<file path="src/hdl/sbd_regs.svh">
// What this block does
// tx empty enable gates irq
// tx complete enable gates irq
// rx enable: overrun or full irq
// idle enable gates irq
// transmitter runs only with tx_enable
// tx_enable pulse mid word: preamble
// one bit wait after enable
// pin freed when both enables clear
// rx_enable starts start bit hunt
// receive data before setting mute
// mute bit; wakeup clears it
// break_send high sends breaks
// break pulse sends one break
// data port: rx read, tx write
// first divider select: 1,3,4,13
// tx rate: first divider times 2^n
// rx rate: first divider times 2^n
// enabled conditions ORed to irq
`ifndef SBD_REGS_SVH
`define SBD_REGS_SVH
// ----------------------------------------
// register indices
// ----------------------------------------
`define SBD_IDX_STATUS   8'h50
`define SBD_IDX_DATA     8'h51
`define SBD_IDX_BAUD     8'h52
`define SBD_IDX_CTRL     8'h54
`define SBD_RST_CTRL     8'h00
`define SBD_RST_BAUD     8'h00
// ----------------------------------------
// control_two fields
// ----------------------------------------
`define SBD_B_TXE_IRQ    7
`define SBD_B_TXC_IRQ    6
`define SBD_B_RX_IRQ     5
`define SBD_B_IDLE_IRQ   4
`define SBD_B_TX_EN      3
`define SBD_B_RX_EN      2
`define SBD_B_MUTE       1
`define SBD_B_BRK        0
// ----------------------------------------
// baud_select fields
// ----------------------------------------
`define SBD_F_PR_HI      7
`define SBD_F_PR_LO      6
`define SBD_F_TR_HI      5
`define SBD_F_TR_LO      3
`define SBD_F_RR_HI      2
`define SBD_F_RR_LO      0
`define SBD_PR_MAX_00    4'h0
`define SBD_PR_MAX_01    4'h2
`define SBD_PR_MAX_10    4'h3
`define SBD_PR_MAX_11    4'hc
// ----------------------------------------
// timing counts
// ----------------------------------------
`define SBD_OVS_LAST     4'hf
`define SBD_OVS_MID      4'h7
`define SBD_FRAME_BITS   4'ha
`define SBD_IDLE_TICKS   8'h9f
`endif

</file>
<file path="src/hdl/sbd_pkg.sv">
package sbd_pkg;
    typedef enum logic [5:0] {
        TX_OFF  = 6'h01,
        TX_WAIT = 6'h02,
        TX_IDLE = 6'h04,
        TX_DATA = 6'h08,
        TX_PRE  = 6'h10,
        TX_BRK  = 6'h20
    } sbd_tx_st_t;
    typedef enum logic [4:0] {
        RX_OFF   = 5'h01,
        RX_HUNT  = 5'h02,
        RX_START = 5'h04,
        RX_DATA  = 5'h08,
        RX_STOP  = 5'h10
    } sbd_rx_st_t;
endpackage : sbd_pkg

</file>
<file path="src/hdl/sbd_rate_if.sv">
`timescale 1ns/1ps
interface sbd_rate_if;
    logic [1:0] first_divider_select;
    logic [2:0] tx_rate_select;
    logic [2:0] rx_rate_select;
    logic       tx_tick;
    logic       rx_tick;
    modport gen (
        input  first_divider_select,
        input  tx_rate_select,
        input  rx_rate_select,
        output tx_tick,
        output rx_tick
    );
    modport use_side (
        output first_divider_select,
        output tx_rate_select,
        output rx_rate_select,
        input  tx_tick,
        input  rx_tick
    );
endinterface : sbd_rate_if

</file>
<file path="src/hdl/sbd_baud_gen.sv">
`timescale 1ns/1ps
`include "sbd_regs.svh"
module sbd_baud_gen (
    input wire logic pclk,
    input wire logic presetn,
    input wire logic ce,
    sbd_rate_if.gen  rif
);
    import sbd_pkg::*;

    function automatic logic [3:0] pr_max(input logic [1:0] s);
        case (s)
            2'h0:    pr_max = `SBD_PR_MAX_00;
            2'h1:    pr_max = `SBD_PR_MAX_01;
            2'h2:    pr_max = `SBD_PR_MAX_10;
            default: pr_max = `SBD_PR_MAX_11;
        endcase
    endfunction : pr_max

    function automatic logic [6:0] rate_max(input logic [2:0] s);
        rate_max = 7'((8'h01 << s) - 8'h01);
    endfunction : rate_max

    logic [3:0] pr_cnt_q;
    logic       pr_tick;
    logic [2:0] sel [2];
    logic       tick [2];

    // ----------------------------------------
    // first divider
    // ----------------------------------------
    assign pr_tick = ce && (pr_cnt_q >= pr_max(rif.first_divider_select));

    always_ff @(posedge pclk or negedge presetn)
    begin
        if (!presetn)
            pr_cnt_q <= 4'h0;
        else if (ce)
            pr_cnt_q <= pr_tick ? 4'h0 : pr_cnt_q + 4'h1;
    end

    // ----------------------------------------
    // rate dividers
    // ----------------------------------------
    assign sel[0] = rif.tx_rate_select;
    assign sel[1] = rif.rx_rate_select;

    for (genvar i = 0; i < 2; i++)
    begin : g_rate
        logic [6:0] cnt_q;
        assign tick[i] = pr_tick && (cnt_q >= rate_max(sel[i]));
        always_ff @(posedge pclk or negedge presetn)
        begin
            if (!presetn)
                cnt_q <= 7'h00;
            else if (pr_tick)
                cnt_q <= tick[i] ? 7'h00 : cnt_q + 7'h01;
        end
    end

    assign rif.tx_tick = tick[0];
    assign rif.rx_tick = tick[1];
endmodule : sbd_baud_gen

</file>
<file path="src/hdl/sbd_rx.sv">
`timescale 1ns/1ps
`include "sbd_regs.svh"
module sbd_rx (
    input  wire logic       pclk,
    input  wire logic       presetn,
    input  wire logic       ce,
    input  wire logic       rx_tick,
    input  wire logic       rx_enable,
    input  wire logic       rxd,
    output logic [7:0]      rx_data,
    output logic            rx_done,
    output logic            rx_idle
);
    import sbd_pkg::*;

    sbd_rx_st_t st_q;
    logic [3:0] sub_q;
    logic [2:0] bit_q;
    logic [7:0] sh_q;
    logic [7:0] idle_q;
    logic       armed_q;
    logic       last;

    assign last = rx_tick && (sub_q == `SBD_OVS_LAST);

    // ----------------------------------------
    // frame state
    // ----------------------------------------
    always_ff @(posedge pclk or negedge presetn)
    begin
        if (!presetn)
        begin
            st_q  <= RX_OFF;
            sub_q <= 4'h0;
            bit_q <= 3'h0;
            sh_q  <= 8'h00;
        end
        else if (ce)
        begin
            if (rx_tick)
                sub_q <= sub_q + 4'h1;
            case (st_q)
                RX_OFF:
                    if (rx_enable)
                        st_q <= RX_HUNT;
                RX_HUNT:
                    if (rx_tick && !rxd)
                    begin
                        st_q  <= RX_START;
                        sub_q <= 4'h0;
                    end
                RX_START:
                    if (rx_tick && sub_q == `SBD_OVS_MID)
                    begin
                        st_q  <= rxd ? RX_HUNT : RX_DATA;
                        sub_q <= 4'h0;
                        bit_q <= 3'h0;
                    end
                RX_DATA:
                    if (last)
                    begin
                        sh_q  <= {rxd, sh_q[7:1]};
                        bit_q <= bit_q + 3'h1;
                        if (bit_q == 3'h7)
                            st_q <= RX_STOP;
                    end
                RX_STOP:
                    if (last)
                        st_q <= RX_HUNT;
                default:
                    st_q <= RX_OFF;
            endcase
            if (!rx_enable)
                st_q <= RX_OFF;
        end
    end

    // ----------------------------------------
    // outputs
    // ----------------------------------------
    always_ff @(posedge pclk or negedge presetn)
    begin
        if (!presetn)
        begin
            rx_data <= 8'h00;
            rx_done <= 1'b0;
        end
        else if (ce)
        begin
            rx_done <= rx_enable && st_q == RX_STOP && last && rxd;
            if (st_q == RX_STOP && last && rxd)
                rx_data <= sh_q;
        end
    end

    always_ff @(posedge pclk or negedge presetn)
    begin
        if (!presetn)
        begin
            idle_q  <= 8'h00;
            armed_q <= 1'b0;
            rx_idle <= 1'b0;
        end
        else if (ce)
        begin
            rx_idle <= 1'b0;
            if (st_q != RX_HUNT || !rxd)
                idle_q <= 8'h00;
            else if (rx_tick && idle_q != `SBD_IDLE_TICKS)
                idle_q <= idle_q + 8'h01;
            if (rx_done)
                armed_q <= 1'b1;
            else if (armed_q && rx_tick && idle_q == `SBD_IDLE_TICKS)
            begin
                armed_q <= 1'b0;
                rx_idle <= 1'b1;
            end
        end
    end
endmodule : sbd_rx

</file>
<file path="src/hdl/sbd_top.sv">
// Our own choices: the placing of the registers and the APB register port.
`timescale 1ns/1ps
`include "sbd_regs.svh"
module sbd_top #(
    parameter int AW = 12
) (
    input  wire logic          pclk,
    input  wire logic          presetn,
    input  wire logic          ce,
    input  wire logic          psel,
    input  wire logic          penable,
    input  wire logic          pwrite,
    input  wire logic [AW-1:0] paddr,
    input  wire logic [31:0]   pwdata,
    output logic [31:0]        prdata,
    output logic               pready,
    output logic               pslverr,
    input  wire logic          rxd,
    output logic               txd_out,
    output logic               txd_oe,
    output logic               irq
);
    import sbd_pkg::*;

    // ----------------------------------------
    // address decode
    // ----------------------------------------
    function automatic logic [3:0] reg_sel(input logic [AW-1:0] a);
        reg_sel[0] = a == AW'({`SBD_IDX_STATUS, 2'b00});
        reg_sel[1] = a == AW'({`SBD_IDX_DATA, 2'b00});
        reg_sel[2] = a == AW'({`SBD_IDX_BAUD, 2'b00});
        reg_sel[3] = a == AW'({`SBD_IDX_CTRL, 2'b00});
    endfunction : reg_sel

    logic [7:0]  control_two_q;
    logic [7:0]  baud_select_q;
    logic [7:0]  tx_holding_reg_q;
    logic [7:0]  rx_holding_reg_q;
    logic [31:0] prdata_q;
    logic        ph_q;
    logic [3:0]  sel;
    logic        acc;
    logic        wr_data;
    logic        rd_data;
    logic        wr_ctrl;
    logic        tx_empty_flag_q;
    logic        tx_complete_flag_q;
    logic        rx_full_flag_q;
    logic        idle_flag_q;
    logic        overrun_flag_q;
    logic [7:0]  status_flags;
    logic        tx_enable;
    logic        rx_enable;
    logic        rx_mute;
    logic        break_send;
    logic        tx_seen_q;
    logic        pre_pend_q;
    logic        brk_pend_q;
    sbd_tx_st_t  tx_q;
    logic [3:0]  sub_q;
    logic [3:0]  bits_q;
    logic [9:0]  txs_q;
    logic        bit_end;
    logic        word_end;
    logic        tx_busy;
    logic        load_data;
    logic [7:0]  rx_byte;
    logic        rx_done;
    logic        rx_idle;
    logic        rx_take;

    sbd_rate_if rif ();

    // ----------------------------------------
    // apb slave
    // ----------------------------------------
    assign sel     = reg_sel(paddr);
    assign pready  = ce && ph_q;
    assign pslverr = acc && (sel == 4'h0);
    assign prdata  = prdata_q;
    assign acc     = psel && penable && pready;
    assign wr_data = acc && pwrite && sel[1];
    assign rd_data = acc && !pwrite && sel[1];
    assign wr_ctrl = acc && pwrite && sel[3];

    always_ff @(posedge pclk or negedge presetn)
    begin
        if (!presetn)
            ph_q <= 1'b0;
        else if (ce)
            ph_q <= psel && !(penable && ph_q);
    end

    always_ff @(posedge pclk or negedge presetn)
    begin
        if (!presetn)
            prdata_q <= 32'h0000_0000;
        else if (ce && psel && !ph_q)
        begin
            case (1'b1)
                sel[0]:  prdata_q <= 32'(status_flags);
                sel[1]:  prdata_q <= 32'(rx_holding_reg_q);
                sel[2]:  prdata_q <= 32'(baud_select_q);
                sel[3]:  prdata_q <= 32'(control_two_q);
                default: prdata_q <= 32'h0000_0000;
            endcase
        end
    end

    // ----------------------------------------
    // control and baud registers
    // ----------------------------------------
    assign tx_enable  = control_two_q[`SBD_B_TX_EN];
    assign rx_enable  = control_two_q[`SBD_B_RX_EN];
    assign rx_mute    = control_two_q[`SBD_B_MUTE];
    assign break_send = control_two_q[`SBD_B_BRK];

    always_ff @(posedge pclk or negedge presetn)
    begin
        if (!presetn)
            control_two_q <= `SBD_RST_CTRL;
        else if (ce)
        begin
            if (wr_ctrl)
                control_two_q <= pwdata[7:0];
            // wakeup beats write
            if (rx_idle)
                control_two_q[`SBD_B_MUTE] <= 1'b0;
        end
    end

    always_ff @(posedge pclk or negedge presetn)
    begin
        if (!presetn)
            baud_select_q <= `SBD_RST_BAUD;
        else if (ce && acc && pwrite && sel[2])
            baud_select_q <= pwdata[7:0];
    end

    assign rif.first_divider_select =
        baud_select_q[`SBD_F_PR_HI:`SBD_F_PR_LO];
    assign rif.tx_rate_select =
        baud_select_q[`SBD_F_TR_HI:`SBD_F_TR_LO];
    assign rif.rx_rate_select =
        baud_select_q[`SBD_F_RR_HI:`SBD_F_RR_LO];

    sbd_baud_gen u_baud (
        .pclk    (pclk),
        .presetn (presetn),
        .ce      (ce),
        .rif     (rif)
    );

    // ----------------------------------------
    // transmit holding register
    // ----------------------------------------
    always_ff @(posedge pclk or negedge presetn)
    begin
        if (!presetn)
            tx_holding_reg_q <= 8'h00;
        else if (ce && wr_data)
            tx_holding_reg_q <= pwdata[7:0];
    end

    // ----------------------------------------
    // pending events
    // ----------------------------------------
    assign tx_busy = tx_q inside {TX_DATA, TX_PRE, TX_BRK};

    always_ff @(posedge pclk or negedge presetn)
    begin
        if (!presetn)
        begin
            pre_pend_q <= 1'b0;
            brk_pend_q <= 1'b0;
            tx_seen_q  <= 1'b0;
        end
        else if (ce)
        begin
            if (tx_enable)
                tx_seen_q <= 1'b1;
            if (wr_ctrl && tx_busy && !tx_enable && pwdata[`SBD_B_TX_EN])
                pre_pend_q <= 1'b1;
            else if (tx_q == TX_PRE)
                pre_pend_q <= 1'b0;
            if (wr_ctrl && pwdata[`SBD_B_BRK] && !break_send)
                brk_pend_q <= 1'b1;
            else if (tx_q == TX_BRK)
                brk_pend_q <= 1'b0;
        end
    end

    // ----------------------------------------
    // transmit shifter
    // ----------------------------------------
    assign bit_end   = rif.tx_tick && (sub_q == `SBD_OVS_LAST);
    assign word_end  = tx_busy && bit_end && (bits_q == 4'h1);
    assign load_data = (tx_q == TX_IDLE) && tx_enable && !break_send
                       && !brk_pend_q && !pre_pend_q && !tx_empty_flag_q
                       && !wr_data;

    always_ff @(posedge pclk or negedge presetn)
    begin
        if (!presetn)
        begin
            tx_q   <= TX_OFF;
            sub_q  <= 4'h0;
            bits_q <= 4'h0;
            txs_q  <= 10'h3ff;
        end
        else if (ce)
        begin
            if (rif.tx_tick)
                sub_q <= sub_q + 4'h1;
            case (tx_q)
                TX_OFF:
                    if (tx_enable)
                    begin
                        tx_q  <= TX_WAIT;
                        sub_q <= 4'h0;
                    end
                TX_WAIT:
                    if (!tx_enable)
                        tx_q <= TX_OFF;
                    else if (bit_end)
                        tx_q <= TX_IDLE;
                TX_IDLE:
                begin
                    sub_q  <= 4'h0;
                    bits_q <= `SBD_FRAME_BITS;
                    if (!tx_enable)
                        tx_q <= TX_OFF;
                    else if (break_send || brk_pend_q)
                    begin
                        tx_q  <= TX_BRK;
                        txs_q <= 10'h000;
                    end
                    else if (pre_pend_q)
                    begin
                        tx_q  <= TX_PRE;
                        txs_q <= 10'h3ff;
                    end
                    else if (load_data)
                    begin
                        tx_q  <= TX_DATA;
                        txs_q <= {1'b1, tx_holding_reg_q, 1'b0};
                    end
                end
                TX_DATA, TX_PRE, TX_BRK:
                    if (bit_end)
                    begin
                        txs_q  <= {tx_q != TX_BRK, txs_q[9:1]};
                        bits_q <= bits_q - 4'h1;
                        if (word_end)
                            tx_q <= TX_IDLE;
                    end
                default:
                    tx_q <= TX_OFF;
            endcase
        end
    end

    // ----------------------------------------
    // serial output pin
    // ----------------------------------------
    always_ff @(posedge pclk or negedge presetn)
    begin
        if (!presetn)
        begin
            txd_out <= 1'b1;
            txd_oe  <= 1'b0;
        end
        else if (ce)
        begin
            txd_out <= tx_busy ? txs_q[0] : 1'b1;
            txd_oe  <= tx_seen_q && (tx_enable || rx_enable);
        end
    end

    // ----------------------------------------
    // transmit flags
    // ----------------------------------------
    always_ff @(posedge pclk or negedge presetn)
    begin
        if (!presetn)
        begin
            tx_empty_flag_q    <= 1'b1;
            tx_complete_flag_q <= 1'b1;
        end
        else if (ce)
        begin
            if (load_data)
                tx_empty_flag_q <= 1'b1;
            else if (wr_data)
                tx_empty_flag_q <= 1'b0;
            if (word_end && tx_empty_flag_q && !break_send
                && !brk_pend_q && !pre_pend_q)
                tx_complete_flag_q <= 1'b1;
            else if (wr_data)
                tx_complete_flag_q <= 1'b0;
        end
    end

    // ----------------------------------------
    // receiver
    // ----------------------------------------
    sbd_rx u_rx (
        .pclk      (pclk),
        .presetn   (presetn),
        .ce        (ce),
        .rx_tick   (rif.rx_tick),
        .rx_enable (rx_enable),
        .rxd       (rxd),
        .rx_data   (rx_byte),
        .rx_done   (rx_done),
        .rx_idle   (rx_idle)
    );

    assign rx_take = rx_done && !rx_mute;

    always_ff @(posedge pclk or negedge presetn)
    begin
        if (!presetn)
            rx_holding_reg_q <= 8'h00;
        else if (ce && rx_take && (!rx_full_flag_q || rd_data))
            rx_holding_reg_q <= rx_byte;
    end

    always_ff @(posedge pclk or negedge presetn)
    begin
        if (!presetn)
        begin
            rx_full_flag_q <= 1'b0;
            overrun_flag_q <= 1'b0;
            idle_flag_q    <= 1'b0;
        end
        else if (ce)
        begin
            if (rx_take)
                rx_full_flag_q <= 1'b1;
            else if (rd_data)
                rx_full_flag_q <= 1'b0;
            if (rx_take && rx_full_flag_q && !rd_data)
                overrun_flag_q <= 1'b1;
            else if (rd_data)
                overrun_flag_q <= 1'b0;
            if (rx_idle && !rx_mute)
                idle_flag_q <= 1'b1;
            else if (rd_data)
                idle_flag_q <= 1'b0;
        end
    end

    assign status_flags = {tx_empty_flag_q, tx_complete_flag_q,
                           rx_full_flag_q, idle_flag_q,
                           overrun_flag_q, 3'b000};

    // ----------------------------------------
    // interrupt request
    // ----------------------------------------
    always_comb
    begin
        irq = 1'b0;
        if (control_two_q[`SBD_B_TXE_IRQ] && tx_empty_flag_q)
            irq = 1'b1;
        if (control_two_q[`SBD_B_TXC_IRQ] && tx_complete_flag_q)
            irq = 1'b1;
        if (control_two_q[`SBD_B_RX_IRQ]
            && (overrun_flag_q || rx_full_flag_q))
            irq = 1'b1;
        if (control_two_q[`SBD_B_IDLE_IRQ] && idle_flag_q)
            irq = 1'b1;
    end
endmodule : sbd_top
</file>
<file path="config.mk">
export PLATFORM = sky130hd
export DESIGN_NAME = sbd_top
export DESIGN_NICKNAME = d
export VERILOG_FILES = /design/src/hdl/sbd_pkg.sv /design/src/hdl/sbd_rate_if.sv /design/src/hdl/sbd_baud_gen.sv /design/src/hdl/sbd_rx.sv /design/src/hdl/sbd_top.sv
export VERILOG_INCLUDE_DIRS = /design/src /design/src/hdl
export SDC_FILE = /design/constraint.sdc
export NUM_CORES = 1
export LEC_CHECK = 0
export ABC_AREA = 1
export BUFFER_PORTS_ARGS = -buffer_cell sky130_fd_sc_hd__buf_2
export CELL_PAD_IN_SITES_DETAIL_PLACEMENT = 1
export CELL_PAD_IN_SITES_GLOBAL_PLACEMENT = 1
export CORE_AREA = 2 2 131 133
export CTS_CLUSTER_DIAMETER = 30
export DETAILED_ROUTE_END_ITERATION = 8
export DIE_AREA = 0 0 133 135
export HOLD_SLACK_MARGIN = 0.02
export PLACE_DENSITY_LB_ADDON = 0.25
export SLEW_MARGIN = 0
export SYNTH_ARGS = -nofsm -noshare
export SYNTH_HDL_FRONTEND = slang
export SYNTH_HIERARCHICAL = 1
export SYNTH_SLANG_ARGS = --single-unit
</file>
<file path="constraint.sdc">
create_clock -name pclk -period 6.8 [get_ports pclk]
set_input_delay 1.36 -clock pclk [delete_from_list [all_inputs] [get_ports pclk]]
set_output_delay 1.36 -clock pclk [all_outputs]
set_load 0.01 [all_outputs]
</file>
Word level (Yosys, flattened, before mapping) --
Cells that the tools add are included.
Storage, ports and cells: flip-flop bits (word level) 156, input port bits 51, output and inout port bits 37, word-level logic and storage cells 269
Cells by class: add/sub/neg operators 10, order comparisons 3, equal/unequal tests 40, shifts and indexed selects 2, mux-type cells 68, reduce and logical (&&, ||, !) cells 113
Operators by type and width (count):
- 2-to-1 mux 32 bit | 3
- logical AND 1 bit | 60
- 2-to-1 mux 6 bit | 9
- 2-to-1 mux 10 bit | 5
- == test 12 x 9 -> 1 bit (second input constant) | 4
- 2-to-1 mux 4 bit | 8
- 2-to-1 mux 5 bit | 6
- AND reduction 2 bit | 13
- case mux 5 bit (5 select lines) | 1
- 2-to-1 mux 8 bit | 3
- case mux 4 bit (2 select lines) | 3
- case mux 6 bit (4 select lines) | 1
- nonzero test 2 bit | 12
- 2-to-1 mux 1 bit | 21
- case mux 10 bit (2 select lines) | 1
- != test 3 x 2 -> 1 bit (second input constant) | 5
- adder 7 x 1 -> 7 bit (second input constant) | 2
- greater-or-equal comparator 7 bit | 2
- 2-to-1 mux 7 bit | 2
- << shifter 1 x 3 -> 7 bit (first input constant) | 2
- subtractor 7 x 1 -> 7 bit (second input constant) | 2
- zero test 1 bit | 13
- adder 4 x 1 -> 4 bit (second input constant) | 3
- case mux 4 bit (3 select lines) | 1
- 42 further kinds | 54

Longest topological paths before layout --
Gate-level depths: netlist of the first run.
word-level depth 14, mapped depth 20

Hierarchy --
The synthesis of the first run kept the hierarchy.
Modules (own cells, without submodules):
- sbd_top | times used 1, cells an instance 526, area an instance 4126.5 um^2, seq. area each 1894.3 um^2
- sbd_rx | times used 1, cells an instance 250, area an instance 2040.7 um^2, seq. area each 977.2 um^2
- sbd_baud_gen | times used 1, cells an instance 209, area an instance 1493.9 um^2, seq. area each 450.4 um^2

Worst setup path before layout of the first run --
Ideal clock, no wire load.
kind input -> output, from in paddr[1], to out pslverr, arrival time 2052 ps, setup slack 3388 ps, stages 6, path buffers 0, cell sequence nor2_2 inv_2 nor3_4 nand2_1 nand3_1 nor2_1
Between the ends: word-level cells in the longest chain between the ends 3, elaborated cells between the ends (all ways) 6, classes of those cells 4 x eq/ne; 2 x reduce/logical
RTL lines:
- start, declared | line sbd_top.sv:13 | input wire logic [AW-1:0] paddr,
- == test 12 x 9 -> 1 bit (on tied branches)
- zero test 4 bit (*) | line sbd_top.sv:79 | assign pslverr = acc && (sel == 4'h0);
- logical AND 1 bit (*) | line sbd_top.sv:79
- end, declared | line sbd_top.sv:17 | output logic pslverr,
Every way passes the cells marked *; elsewhere a longest branch is shown, timed or not.

Worst setup path after layout of the first run --
from in ce, to out pslverr
Between the ends: word-level cells in the longest chain between the ends 3
RTL lines:
- start, declared | line sbd_top.sv:9 | input wire logic ce,
- logical AND 1 bit | line sbd_top.sv:78 | assign pready = ce && ph_q;
- logical AND 1 bit | line sbd_top.sv:81 | assign acc = psel && penable && pready;
- logical AND 1 bit | line sbd_top.sv:79
Every way passes these cells.

==> flow_metrics.env, run 1 <==
export IMPL_grt_pass1_wl_mm=33.60
export IMPL_postSynthCellCount=985
export IMPL_h_tree_depth=4
export IMPL_setup_tns_ns=0
export IMPL_synth_edf_count=0
export IMPL_status="finished clean"
export IMPL_pre_cts_ws_ns=2.754
export IMPL_worstPathArrival_ns=2.66
export IMPL_drv_slew=0
export IMPL_die_x_um=133
export IMPL_overflow=0
export IMPL_dpl_instance_area_mm2=0.007925
export IMPL_clkTransAtPathRegs_ns=0.06
export IMPL_synthToLayoutAreaGrowth_pct=10.76
export IMPL_post_cts_buffers=0
export IMPL_routed_via_density=5.219
export IMPL_dr_pass1_iters=5
export IMPL_post_cts_resized=0
export IMPL_die_y_um=135
export IMPL_ios=88
export IMPL_synth_area_leaders="dfrtp_1, nand2_1, inv_1"
export IMPL_ys_seq_area_frac=0.4336
export IMPL_track_usage=0.2343
export IMPL_max_slew_margin=0.4930
export IMPL_synth_cell_type_count=43
export IMPL_worstSetupPathType="in -> out"
export IMPL_avgRoutedWirePerCell_um=15.69
export IMPL_drc=0
export IMPL_start_kind="primary input"
export IMPL_via_count=6565
export IMPL_postLayoutCoreUtil=0.5172
export IMPL_holdBufCountCts=0
export IMPL_synth_top_cell_area_share=0.3822
export IMPL_grt_max_degree=77
export IMPL_design_area_mm2=0.008486
export IMPL_cp_end_kind="output port"
export IMPL_worst_slack_ns=2.784
export IMPL_gp_congestion=0.8678
export IMPL_cts_made_buffers=17
export IMPL_dr_first_iter_drc_count=231
export IMPL_cts_tree="yes"
export IMPL_io_buffers=39
export IMPL_required_ns=5.44
export IMPL_timing_hold_ws_ns=0.4605
export IMPL_postSynthAreaPerCell_um2=7.778
export IMPL_max_cap_violations=0
export IMPL_synth_ff_type="dfrtp_1"
export IMPL_clkLatencyLatePin_ns=0.43
export IMPL_initial_utilization=0.4669
export IMPL_setup_viol=0
export IMPL_coreArea_mm2=0.01641
export IMPL_num_antenna_cells=0
export IMPL_die_area_mm2=0.01796
export IMPL_hp_class="reg -> reg"
export IMPL_power_leakage_nw=4.415
export IMPL_clk_path_buf_depth=2
export IMPL_synth_area_mm2=0.007661
export IMPL_tightest_slew_ns=0.7606
export IMPL_synth_largest_area_cell="dfrtp_1"
export IMPL_drive_gt1_frac=0.1416
export IMPL_dp_hpwl_mm=13.72
export IMPL_synth_seq_cells=132
export IMPL_fin_crit_sh=0.5905
export IMPL_clockRootBuffer="clkbuf_16"
export IMPL_ir_drop_uv=142.0
export IMPL_fin_nets=1106
export IMPL_drt_wl_total_mm=19.74
export IMPL_yosysMostFrequentCell="nand2_1"
export IMPL_ys_warn_count=6
export IMPL_clkSinkCount=132
export IMPL_placementRows=47
export IMPL_p_per_area_mw_per_mm2=249.0
export IMPL_crit_path_max_fanout=27
export IMPL_antenna_found_initial=0
export IMPL_postRouteAntennaNets=0
export IMPL_rsz0062_at_grt="false"
export IMPL_fmax_mhz=249.0
export IMPL_finalHoldViolations=0
export IMPL_period_minus_slack_ns=4.016
export IMPL_skew_ns=0.009197
export IMPL_async_flop_share=1.000
export IMPL_synth_commonest_cells="nand2_1, dfrtp_1, inv_1"
export IMPL_grt_pass1_vias=6802
-- cells by family (layout without fill, tap and decap cells) --
group | after synthesis | in the layout | synth area share
multiplexers | 1 | 1 | 0.001307
adder cells (fa/ha/maj) | 30 | 30 | 0.04900
flip-flops | 132 | 132 | 0.4336
buffers and inverters | 159 | 189 | 0.09734
AO/OA/AOI/OAI | 115 | 115 | 0.08395
AND/OR/NAND/NOR | 530 | 530 | 0.3149
other | 1 | 24 | 0.0004895
XOR/XNOR | 17 | 17 | 0.01944
-- worst max-delay path, cell delays in order --
cell and delay, ns:
buf_2 0.46, nand2_1 0.21, inv_2 0.08, nand2_1 0.08, inv_1 0.13, nand3_1 0.09
nor2_1 0.09, buf_2 0.14
-- flip-flops by register name, summed over array words and instances, names as in the netlist, 3 cells and up --
register and flops:
u_rx/st_q 5, u_rx/idle_q 8, u_baud/g_rate.cnt_q 14, control_two_q 8
txs_q 10, prdata 8, u_rx/sub_q 4, bits_q 4
u_rx/rx_data 8, tx_holding_reg_q 8, sub_q 4, u_rx/sh_q 8
tx_q 6, baud_select_q 8, rx_holding_reg_q 8, u_rx/bit_q 3
u_baud/pr_cnt_q 4
-- power by group --
part,internal (mW),switching [mW]
registers,0.845,0.0493
clock network,0.501,0.384
logic,0.109,0.226
-- worst paths after layout --
path	slack, ns	to	start	depth (start not counted)
min in group asynchronous	0.97	u_rx/idle_q[4]	presetn	1
setup / recovery	2.78	pslverr	ce	8
setup reg to reg	3.39	tx_q[3]	baud_select_q[6]	18
hold / removal	0.46	txs_q[5]	txs_q[5]	2
max in group asynchronous	4.58	tx_holding_reg_q[0]	presetn	2
hold reg to reg	0.46	txs_q[5]	txs_q[5]	2
-- through the flow --
stage,instances,power [mW]
CTS,1258,2.137
global route,1258,2.220
global placement,1226,1.225
detailed placement,1226,1.239
finish,1258,2.113
floorplan,1008,1.158
-- layout make-up --
class	instances	area (µm²)
timing repair buffer	40	209.0
tap	220	275.3
inverter	117	439.2
clock inverter	12	93.84
multi-input combinational	717	3680
clock buffer	20	466.7
sequential	132	3322
fill	2097	7921
-- placed cells by master, fill, tap and decap left out, drive strengths merged --
| cell type | count |
|---|---|
| nand3 | 81 |
| clkinv | 4 |
| nand4 | 34 |
| mux2i | 1 |
| xnor2 | 2 |
| nor3b | 1 |
| buf | 40 |
| dfstp | 15 |
| nor4 | 3 |
| nor2 | 89 |
| or2 | 3 |
| nand3b | 3 |
| o22ai | 1 |
| clkbuf | 20 |
| o21bai | 2 |
| a21o | 1 |
| conb | 24 |
| a21oi | 25 |
| dfrtp | 117 |
| o21ai | 82 |
| inv | 120 |
| nor3 | 9 |
| xor2 | 15 |
| clkinvlp | 5 |
| nand2 | 307 |
| ha | 30 |
| o32ai | 1 |
| o211ai | 3 |
-- layer usage --
metal	routed length, µm	track usage
met4	433	0.08423
met5	0	0
met3	653	0.03941
met2	9950	0.4134
met1	8703	0.2904
Note: power is estimated with default switching activity, not from simulation.
==> run 2, diff against run 1 <==
ABC_AREA = 0   (was 1)
CORE_AREA = 2 2 136 138   (was 2 2 131 133)
DIE_AREA = 0 0 138 140   (was 0 0 133 135)
clock period = 3.58 ns   (was 6.8 ns; I/O delays follow)
==> flow_metrics.env, run 2 <==
export IMPL_synth_seq_cells=132
export IMPL_via_count=5500
export IMPL_postSynthAreaPerCell_um2=10.44
export IMPL_ys_seq_area_frac=0.4502
export IMPL_worstSetupPathType="reg -> reg"
export IMPL_fmax_mhz=305.9
export IMPL_clkSinkCount=132
export IMPL_hp_class="in -> async"
export IMPL_dp_hpwl_mm=12.82
export IMPL_pre_cts_ws_ns=0.2322
export IMPL_status="finished clean"
export IMPL_grt_pass1_wl_mm=30.15
export IMPL_synth_area_mm2=0.007378
export IMPL_max_slew_margin=0.4261
export IMPL_postRouteAntennaNets=0
export IMPL_drc=0
export IMPL_largest_reg_flops=14
export IMPL_power_leakage_nw=3.941
export IMPL_ios=88
export IMPL_synth_area_leaders="dfrtp_1, mux2_2, dfstp_2"
export IMPL_dr_first_iter_drc_count=201
export IMPL_synth_ff_type="dfrtp_1"
export IMPL_h_tree_depth=4
export IMPL_finalHoldViolations=0
export IMPL_yosysMostFrequentCell="dfrtp_1"
export IMPL_fill_cells=1948
export IMPL_post_cts_buffers=0
export IMPL_async_flop_share=1.000
export IMPL_p_int_mw=2.787
export IMPL_p_per_area_mw_per_mm2=441.1
export IMPL_clkTransAtPathRegs_ns=0.06
export IMPL_fin_nets=839
export IMPL_gp_congestion=0.7958
export IMPL_swShare=0.2446
export IMPL_final_cell_mix="dfrtp_1, nand2_1, mux2_2"
export IMPL_clk_path_buf_depth=2
export IMPL_clkPwrFrac=0.474
export IMPL_routed_via_density=5.506
export IMPL_grt_max_degree=69
export IMPL_ys_warn_count=6
export IMPL_initial_utilization=0.4150
export IMPL_clockRootBuffer="clkbuf_16"
export IMPL_track_usage=0.1928
export IMPL_synth_top_cell_area_share=0.3968
export IMPL_largest_registers="u_baud/g_rate.cnt_q x14, txs_q x10"
export IMPL_placementRows=49
export IMPL_drv_slew=0
export IMPL_skew_ns=0.006522
export IMPL_ir_drop_uv=331.4
export IMPL_io_buffers=39
export IMPL_worstPathArrival_ns=3.58
export IMPL_finalPower_mw=3.689
export IMPL_setup_tns_ns=0
export IMPL_synth_largest_area_cell="dfrtp_1"
export IMPL_drt_wl_total_mm=17.78
export IMPL_overflow=0
export IMPL_cts_tree="yes"
export IMPL_cp_end_kind="flip-flop"
export IMPL_clkLatencyLatePin_ns=0.43
export IMPL_crit_path_max_fanout=8
export IMPL_grt_pass1_vias=5807
export IMPL_drive_gt1_frac=0.2390
export IMPL_max_cap_violations=0
export IMPL_start_kind="flip-flop"
export IMPL_synthToLayoutAreaGrowth_pct=13.35
export IMPL_num_antenna_cells=0
export IMPL_rsz0062_at_grt="false"
export IMPL_synth_edf_count=0
export IMPL_die_x_um=138
export IMPL_postSynthCellCount=707
export IMPL_seqPwrFrac=0.439
export IMPL_synth_commonest_cells="dfrtp_1, nand2_1, mux2_2"
export IMPL_worst_slack_ns=0.3108
export IMPL_coreArea_mm2=0.01778
export IMPL_design_area_mm2=0.008363
export IMPL_die_y_um=140
export IMPL_dr_pass1_iters=4
export IMPL_largest_register="u_baud/g_rate.cnt_q"
export IMPL_layout_commonest_cell="dfrtp_1"
export IMPL_tightest_slew_ns=0.8577
export IMPL_combPwrFrac=0.087
export IMPL_dpl_instance_area_mm2=0.007779
export IMPL_avgRoutedWirePerCell_um=17.80
export IMPL_fin_crit_sh=0.9132
export IMPL_p_sw_mw=0.9021
export IMPL_cts_made_buffers=17
export IMPL_setup_viol=0
export IMPL_die_area_mm2=0.01932
export IMPL_reg2reg_setup_slack_ns=0.31
export IMPL_antenna_found_initial=1
export IMPL_period_minus_slack_ns=3.269
export IMPL_synth_cell_type_count=78
export IMPL_required_ns=3.89
run 2: cell types whose count changed in the layout (fill, tap and decap cells not counted), sizes merged, moves of 10 or more:
cell     previous run  this run
a21o                1        12
a22o                0        13
a2bb2oi             0        10
buf                40        53
inv               120        35
mux2                0        61
nand2             307        62
nand3              81        17
nand4              34        14
nor2               89        50
nor2b               0        13
o21ai              82        44
run 2: metal layers:
metal,global-route usage,wire (µm),share of wire
met1,0.2394,7981,0.45
met5,0,13,0.00073
met2,0.3374,8995,0.51
met3,0.04991,610,0.034
met4,0.04672,181,0.010
run 2: power groups by stage:
stage               clock (mW)  sequential (mW)  combinational [mW]
floorplan                    0             1.63               0.229
global placement             0             1.64               0.309
detailed placement           0             1.64               0.324
CTS                       1.79             1.62               0.326
global route              1.86             1.63               0.363
finish                    1.75             1.62               0.319
run 2: cells by family after synthesis:
logic type                 after synthesis  share of synthesized area
and+or+nand+nor                        219                     0.1565
AOI/OAI and AO/OA                      165                     0.1619
DFF                                    132                     0.4502
buffers and inverters                   79                    0.05681
muxes                                   68                     0.1077
adders and majority gates               30                    0.05087
xor gates and xnor gates                13                    0.01543
other                                    1                  0.0005082
run 2: metrics by stage:
step / util / hold WS, ns / cells
finish: 0.4704 / 0.08637 / 999
global route: 0.4704 / 0.07834 / 999
CTS: 0.4703 / 0.07195 / 999
detailed placement: 0.4375 / 0.4527 / 968
global placement: 0.4375 / 0.4383 / 968
floorplan: - / 0.4204 / 730
run 2: cell type report:
type / instances / area (µm²) / area share
flip-flops and latches: 132 / 3322 / 0.3972
repair buffers: 53 / 315.3 / 0.03770
clock buffers: 21 / 450.4 / 0.05386
clock inverters: 10 / 132.6 / 0.01586
multi-input cells: 519 / 3725 / 0.4454
inverters: 35 / 131.4 / 0.01571
well taps: 229 / 286.5 / 0.03426
run 2: path summary, 6_finish.rpt:
path / startpoint / end / depth (start not counted)
worst max-delay path: baud_select_q[1] / u_rx/st_q[2] / 12
worst min-delay path: presetn / u_baud/g_rate[0].cnt_q[4] / 1
worst max register to register: baud_select_q[1] / u_rx/st_q[2] / 12
worst min register to register: tx_seen_q / tx_seen_q / 1
max in group asynchronous: presetn / tx_holding_reg_q[7] / 2
min in group pclk: tx_seen_q / tx_seen_q / 1
run 2: worst max-delay path: stages, from the launching register on:
cell and delay, ns:
dfrtp_1 0.45, or3_1 0.41, ha_1 0.30, nor2b_1 0.05, o21ai_0 0.31, a31oi_4 0.18
nor2_1 0.15, buf_4 0.16, nand4_1 0.18, or2_1 0.31, a31oi_2 0.29, o21ai_1 0.16
a21o_1 0.21
run 2: repair_timing:
| action | in CTS | in global routing |
|---|---|---|
| setup endpoints to repair | 0 | 10 |
| endpoints found under the hold margin | 0 | 0 |
| gates resized for setup | 0 | 1 |
| hold buffers | 0 | 0 |
